$ cat config.mk
export PLATFORM = sky130hd
export DESIGN_NAME = lbc_top
export DESIGN_NICKNAME = d
export VERILOG_FILES = /design/src/rtl/lbc_pkg.sv /design/src/rtl/lbc_sync.sv /design/src/rtl/lbc_region.sv /design/src/rtl/lbc_top.sv
export SDC_FILE = /design/constraint.sdc
export NUM_CORES = 1
export LEC_CHECK = 0
export ABC_AREA = 0
export BUFFER_PORTS_ARGS = -buffer_cell sky130_fd_sc_hd__buf_2
export CAP_MARGIN = 20
export CORE_ASPECT_RATIO = 1.1
export CORE_MARGIN = 5
export CORE_UTILIZATION = 50
export DETAILED_ROUTE_END_ITERATION = 8
export PLACE_DENSITY = 0.71
export SLEW_MARGIN = 40
export SYNTH_ARGS = -nofsm -noshare
export SYNTH_HDL_FRONTEND = slang
export SYNTH_SLANG_ARGS = --single-unit
$ cat constraint.sdc
create_clock -name clock -period 3 [get_ports clock]
set_input_delay 0.45 -clock clock [delete_from_list [all_inputs] [get_ports clock]]
set_output_delay 0.45 -clock clock [all_outputs]
set_load 0.01 [all_outputs]
$ cat src/rtl/lbc_pkg.sv
package lbc_pkg;

    // ----------------------------------------
    // address map and reset values
    // ----------------------------------------
    localparam logic [19:0] UPPER_RST_LO = 20'h0_FFC00;
    localparam logic [19:0] UPPER_RST_HI = 20'h0_FFFFF;
    localparam logic [19:0] LOWER_RST_LO = 20'h0_0000;
    localparam logic [19:0] LOWER_RST_HI = 20'h0_0000;
    localparam logic [7:0] COPROC_ERR_VECTOR = 8'h10;
    localparam int CLOCK_MHZ = 40;

    // ----------------------------------------
    // carriers
    // ----------------------------------------
    typedef struct packed {
        logic [19:0] addr;
        logic is_write;
        logic is_io;
        logic is_coproc;
        logic locked;
        logic last_of_instr;
    } lbc_req_s;

    typedef struct packed {
        logic [19:0] lo;
        logic [19:0] hi;
        logic en_mem;
        logic en_io;
        logic ignore_ready;
    } lbc_region_s;

    typedef struct packed {
        logic read_n;
        logic write_n;
        logic data_transceiver_enable_n;
        logic transceiver_direction;
        logic lock_n;
    } lbc_ctl_s;

endpackage

$ cat src/rtl/lbc_sync.sv
module lbc_sync
    import lbc_pkg::*;
#(
    parameter int W = 1
)(
    input wire logic clock,
    input wire logic rstn,
    input wire logic [W-1:0] d,
    output logic [W-1:0] q
);

    logic [W-1:0] meta;

    // ----------------------------------------
    // two-stage synchroniser
    // ----------------------------------------
    // first stage feeds only the second
    always_ff @(posedge clock or negedge rstn)
    begin
        if (!rstn)
        begin
            meta <= '0;
            q <= '0;
        end
        else
        begin
            meta <= d;
            q <= meta;
        end
    end

endmodule

$ cat src/rtl/lbc_region.sv
module lbc_region
    import lbc_pkg::*;
(
    input wire lbc_region_s cfg,
    input wire logic [19:0] addr,
    input wire logic is_io,
    output logic hit
);

    // ----------------------------------------
    // range decode
    // ----------------------------------------
    // inclusive bounds; a disabled space never hits
    always_comb
    begin
        hit = (addr >= cfg.lo) && (addr <= cfg.hi) && (is_io ? cfg.en_io : cfg.en_mem);
    end

endmodule

$ cat src/rtl/lbc_top.sv
// Function
// - read strobe asserted during read cycles so the target drives data
// - write strobe asserted during write cycles so target captures data
// - cycle extended until ready, unless region configured to ignore ready
// - transceiver enable active only while data is transferred
// - direction output: transmit for writes, receive for reads
// - while lock active, no bus grant to hold or others
// - hold honoured only at unlocked instruction boundary
// - float data and control outputs when hold acknowledge asserts
// - coprocessor select asserted for coprocessor accesses
// - error sampled active at numerics start raises interrupt type 16
// - upper select active for cycles inside its programmed range
// - upper select reset range covers memory 0FFC00H to 0FFFFFH
// - lower select active in range, inactive after reset until programmed
module lbc_top
    import lbc_pkg::*;
(
    input wire logic clock,
    input wire logic rstn,
    input wire logic req_valid,
    input wire lbc_req_s req,
    output logic req_ready,
    output logic done,
    input wire logic cfg_we,
    input wire logic cfg_sel_lower,
    input wire lbc_region_s cfg_data,
    input wire logic ready_pin,
    input wire logic hold,
    input wire logic coproc_error_n,
    input wire logic coproc_transfer_request,
    input wire logic lock_in,
    output lbc_ctl_s ctl,
    output logic ctl_oe,
    output logic data_oe,
    output logic bus_grant_ack,
    output logic coproc_select_n,
    output logic upper_region_select_n,
    output logic lower_region_select_n,
    output logic coproc_irq,
    output logic [7:0] coproc_irq_vector,
    output logic coproc_xfer_pending,
    output logic lock_in_seen
);

    typedef enum logic [2:0] {IDLE, ADDR, DATA, WAIT, DONE, HELD} lbc_state_e;

    lbc_state_e state;
    lbc_req_s cur;
    lbc_region_s upper_cfg;
    lbc_region_s lower_cfg;
    logic ready_s;
    logic hold_s;
    logic error_n_s;
    logic xfer_s;
    logic lock_s;
    logic upper_hit;
    logic lower_hit;
    logic ignore_rdy;
    logic bus_locked;
    logic boundary;
    logic take;

    // ----------------------------------------
    // pin synchronisers
    // ----------------------------------------
    lbc_sync #(.W(5)) u_sync (
        .clock(clock),
        .rstn(rstn),
        .d({ready_pin, hold, coproc_error_n, coproc_transfer_request, lock_in}),
        .q({ready_s, hold_s, error_n_s, xfer_s, lock_s})
    );

    // ----------------------------------------
    // region decoders
    // ----------------------------------------
    lbc_region u_upper (
        .cfg(upper_cfg),
        .addr(cur.addr),
        .is_io(cur.is_io),
        .hit(upper_hit)
    );

    lbc_region u_lower (
        .cfg(lower_cfg),
        .addr(cur.addr),
        .is_io(cur.is_io),
        .hit(lower_hit)
    );

    // region chosen ignores ready only if it actually decodes this cycle
    assign ignore_rdy = (upper_hit && upper_cfg.ignore_ready) || (lower_hit && lower_cfg.ignore_ready);
    assign bus_locked = (state != IDLE) && (state != HELD) && cur.locked;
    // a lock covers one instruction, so its last cycle also closes the locked run
    assign boundary = cur.last_of_instr;
    // a request is taken in idle unless the bus is handed over at this edge
    assign take = (state == IDLE) && req_valid && !(hold_s && boundary);

    // ----------------------------------------
    // region configuration
    // ----------------------------------------
    // upper reset range
    always_ff @(posedge clock or negedge rstn)
    begin
        if (!rstn)
        begin
            upper_cfg <= '{lo: UPPER_RST_LO, hi: UPPER_RST_HI, en_mem: 1'b1, en_io: 1'b0, ignore_ready: 1'b0};
            lower_cfg <= '{lo: LOWER_RST_LO, hi: LOWER_RST_HI, en_mem: 1'b0, en_io: 1'b0, ignore_ready: 1'b0};
        end
        else if (cfg_we && state == IDLE)
        begin
            if (cfg_sel_lower)
                lower_cfg <= cfg_data;
            else
                upper_cfg <= cfg_data;
        end
    end

    // ----------------------------------------
    // bus cycle sequencer
    // ----------------------------------------
    // hold is only checked in idle after a boundary, so a locked run is never split
    always_ff @(posedge clock or negedge rstn)
    begin
        if (!rstn)
        begin
            state <= IDLE;
            // after reset the core sits at an instruction boundary, so hold may be granted
            cur <= '{addr: 20'h0_0000, is_write: 1'b0, is_io: 1'b0, is_coproc: 1'b0, locked: 1'b0,
                     last_of_instr: 1'b1};
        end
        else
        begin
            unique case (state)
                IDLE:
                begin
                    if (hold_s && boundary)
                        state <= HELD;
                    else if (req_valid)
                    begin
                        cur <= req;
                        state <= ADDR;
                    end
                end
                ADDR: state <= DATA;
                DATA: state <= WAIT;
                WAIT:
                begin
                    if (ready_s || ignore_rdy)
                        state <= DONE;
                end
                DONE: state <= IDLE;
                HELD:
                begin
                    if (!hold_s)
                        state <= IDLE;
                end
            endcase
        end
    end

    // ----------------------------------------
    // pin drivers
    // ----------------------------------------
    // all strobes registered so outputs are glitch free toward the pins
    always_ff @(posedge clock or negedge rstn)
    begin
        if (!rstn)
        begin
            ctl <= '{read_n: 1'b1, write_n: 1'b1, data_transceiver_enable_n: 1'b1,
                     transceiver_direction: 1'b0, lock_n: 1'b1};
            ctl_oe <= 1'b0;
            data_oe <= 1'b0;
            bus_grant_ack <= 1'b0;
            coproc_select_n <= 1'b1;
            upper_region_select_n <= 1'b1;
            lower_region_select_n <= 1'b1;
            req_ready <= 1'b0;
            done <= 1'b0;
        end
        else
        begin
            ctl_oe <= (state != HELD) && !(state == IDLE && hold_s && boundary);
            bus_grant_ack <= (state == HELD) && hold_s;
            ctl.read_n <= !((state == DATA || state == WAIT) && !cur.is_write);
            ctl.write_n <= !((state == DATA || state == WAIT) && cur.is_write);
            ctl.data_transceiver_enable_n <= !(state == DATA || state == WAIT);
            ctl.transceiver_direction <= (state != IDLE && state != HELD) ? cur.is_write : 1'b0;
            ctl.lock_n <= !bus_locked;
            data_oe <= cur.is_write && (state == DATA || state == WAIT);
            coproc_select_n <= !(cur.is_coproc && state != IDLE && state != HELD && state != DONE);
            upper_region_select_n <= !(upper_hit && state != IDLE && state != HELD && state != DONE);
            lower_region_select_n <= !(lower_hit && state != IDLE && state != HELD && state != DONE);
            req_ready <= (state == IDLE) && !hold_s && !req_ready;
            done <= (state == WAIT) && (ready_s || ignore_rdy);
        end
    end

    // ----------------------------------------
    // coprocessor status
    // ----------------------------------------
    // error interrupt 16
    always_ff @(posedge clock or negedge rstn)
    begin
        if (!rstn)
        begin
            coproc_irq <= 1'b0;
            coproc_irq_vector <= 8'h00;
            coproc_xfer_pending <= 1'b0;
            lock_in_seen <= 1'b0;
        end
        else
        begin
            coproc_irq <= take && req.is_coproc && !error_n_s;
            coproc_irq_vector <= COPROC_ERR_VECTOR;
            coproc_xfer_pending <= xfer_s;
            lock_in_seen <= !lock_s;
        end
    end
endmodule

==> reports/qor.txt <==
status: finished, final reports clean
Mean Syn Cell Area: 11.17 um2
Post-Synth XOR/XNOR Area: 0
main combinational cell family by area after synthesis: adder cells
Yosys Warn Count: 0
worst-path cell chain: inv_1, ha_1, nand4_1, and4bb_1, a21boi_1, a211o_1, a221oi_2, a221oi_2, o22a_1
detailed-route wire length: 15,610 um
WP buf/inv: 1
Setup crit end: state[0]
Synth top area share: 0.3580
fin crit period: 2.633 ns
Slew Viols, Final: 0
Async SR Flop Fraction: 1.000
RSZ-0062 raised after global routing: false
die footprint: 16,750 um2
largest net degree at the start of global routing: 60
first-pass GRT wire length: 25,460 um
cts bufs inserted: 17
Worst setup EP type: flop
Antenna Nets Post-Route: 0
largest cells by area after synthesis: dfrtp_1, dfstp_2, ha_1, mux2_2, inv_1
Startpoint Class: flop
Vias/cell: 5.256
slowest CP cell: dfstp_2
CTS root buf: clkbuf_16
most used cell, CP: a221oi_2
most instantiated library cell after synthesis: dfrtp_1
worst rel slew slack: 0.5655
Critical Path RT: 3.36 ns
Die Y: 135.2 um
initial antenna violation count: 0
Top FF cell, synth: dfrtp_1
NumNets Final: 904
Peak VDD IR: 529.7 uV
terminus of the critical flop-to-flop path: state[0]
post-synthesis register bit count: 141
worst-path fanout max: 4
drt wl/cell: 16.48 um
register area share after synthesis: 0.5018
Hold Fails Final Rpt: 0
CTS tree: yes
CTS clock-pin slew for the worst setup and hold paths: 0.06 ns
measured slew at the worst slew-check pin: 0.6517 ns
# diodes: 0
final setup vio count: 0
row cnt: 45
kind of critical path: reg2reg
Post-DP HPWL: 11,680 um
Tightest Hold Check Type: in2reg
Crit path max-delay family: compound AO/OA/AOI/OAI gates
post-route cell area: 8462 um2
top post-synthesis cells by count: dfrtp_1, inv_1, ha_1
vias in the first global route: 5,270
H-tree levels: 4
RR Startpoint: upper_cfg[21]
post-CTS setup buffers: 0
Crit path depth: 9
Top Ports: 102
Placed Area: 7843 um2
Tcrit/Tclk final: 0.8776
Synth Area in Compound Gates: 0.09424
CP arrival: 2.99 ns
synthesized area: 7129 um2
Worst Setup SP: upper_cfg[21]
clock skew: 0.01073 ns
core area: 13,910 um2
proportion of synthesized area in mux cells: 0.1167
vias: 4,977
Unique masters post-synth: 39
TNS Setup: 0 ns
DR pass1 iterations: 4
DRC: 0
CTS sink cnt: 141
area share of fa/ha/maj cells after synthesis: 0.1404
GRT Util Overall: 0.1993
PwrDens: 1115 nW/um2
Initial Util: 0.5126
simple-gate share of the synthesized area: 0.08687
crit-path max cell delay: 0.51 ns
PortBufs: 94
grt total ovfl: 0
cell accounting for the most synthesized area: dfrtp_1
fmax: 0.3798 GHz
cells after synthesis: 638
EDFF count, synth: 0
GP Congestion: 0.9015
leakage: 0.004117 uW
area delta synth->final: 18.69%
initial DRC count: 193
max_cap viols: 0
Clock Latency Late Sink: 0.43 ns
Die X: 123.9 um
share of cells above drive strength 1: 0.3386
CTS max path bufs: 2
r2r setup slk: 0.37 ns
R2R cell count: 9
cells in the final DEF (no fill, tap or decap), types with 4 or more instances in the layout:
cell type and n:
inv_1 81, o21ai_0 50, nor2_1 14, a221o_1 4, dfrtp_1 102, clkbuf_16 17
nand4_1 10, mux2_2 73, and4_1 8, conb_1 8, buf_4 11, nand2b_1 4
nor2b_1 4, nand3_1 9, a21o_1 6, a21oi_1 24, ha_1 80, dfstp_2 39
nand2_1 66, buf_2 93
power by group:
| group | switching, uW | leakage, uW | total, uW | internal (uW) |
|---|---|---|---|---|
| sequential | 556 | 0.00164 | 3480 | 2920 |
| clock | 816 | 0.000290 | 2150 | 1330 |
| combinational | 1980 | 0.00219 | 3810 | 1830 |
timing repair:
action,CTS,global route
gates resized for setup,0,0
endpoints found under the hold margin,33,0
hold buffers,1,0
endpoints found under the setup margin,0,0
kinds of logic (layout without fill, tap and decap cells):
kind of cell | count (synthesis) | count (layout)
AO/OA/AOI/OAI | 109 | 109
multiplexers | 74 | 74
buffers and inverters | 104 | 219
flip-flops | 141 | 141
adder cells (fa/ha/maj) | 80 | 80
other | 2 | 8
AND/OR/NAND/NOR | 128 | 128
flip-flops by register name (all words and copies together), names as in the netlist, 3 cells and up:
name	flops
cur	24
u_sync.meta	5
ctl	5
state	3
u_sync.q	5
upper_cfg	43
lower_cfg	43
through the flow:
stage / hold WS [ns] / cells / util / setup WS [ns] / power [uW]
CTS: 0.09629 / 947 / 0.6085 / 0.3512 / 9526
finish: 0.1263 / 947 / 0.6085 / 0.3673 / 9433
floorplan: 0.1544 / 644 / - / 0.6445 / 6133
global placement: 0.3349 / 914 / 0.5639 / 0.4771 / 7056
detailed placement: 0.3358 / 914 / 0.5639 / 0.3649 / 7294
global route: 0.1076 / 947 / 0.6085 / 0.2239 / 10230
worst min path at each step:
stage / start / end / slack (ns) / cells past startpoint
5_1_grt: coproc_error_n / u_sync.meta[2] / 0.11 / 1
3_3_place_gp: u_sync.meta[0] / u_sync.q[0] / 0.33 / 0
2_1_floorplan: rstn / bus_grant_ack / 0.15 / 0
4_1_cts: hold / u_sync.meta[3] / 0.1 / 1
6_report: hold / u_sync.meta[3] / 0.13 / 1
3_5_place_dp: u_sync.meta[0] / u_sync.q[0] / 0.34 / 0
area by class of cell:
class | instances | area [um2]
Fill cell | 1151 | 5445
Sequential cell | 141 | 3577
Multi-Input combinational cell | 399 | 3167
Timing Repair Buffer | 106 | 569.3
Clock buffer | 19 | 442.9
Inverter | 81 | 304.0
Tap cell | 188 | 235.2
Clock inverter | 13 | 166.4
layer usage:
metal	share of wire	track usage
met5	0	0
met4	0.023	0.08246
met3	0.057	0.05430
met2	0.51	0.3390
met1	0.41	0.2359
(Power assumes the default switching activity.)
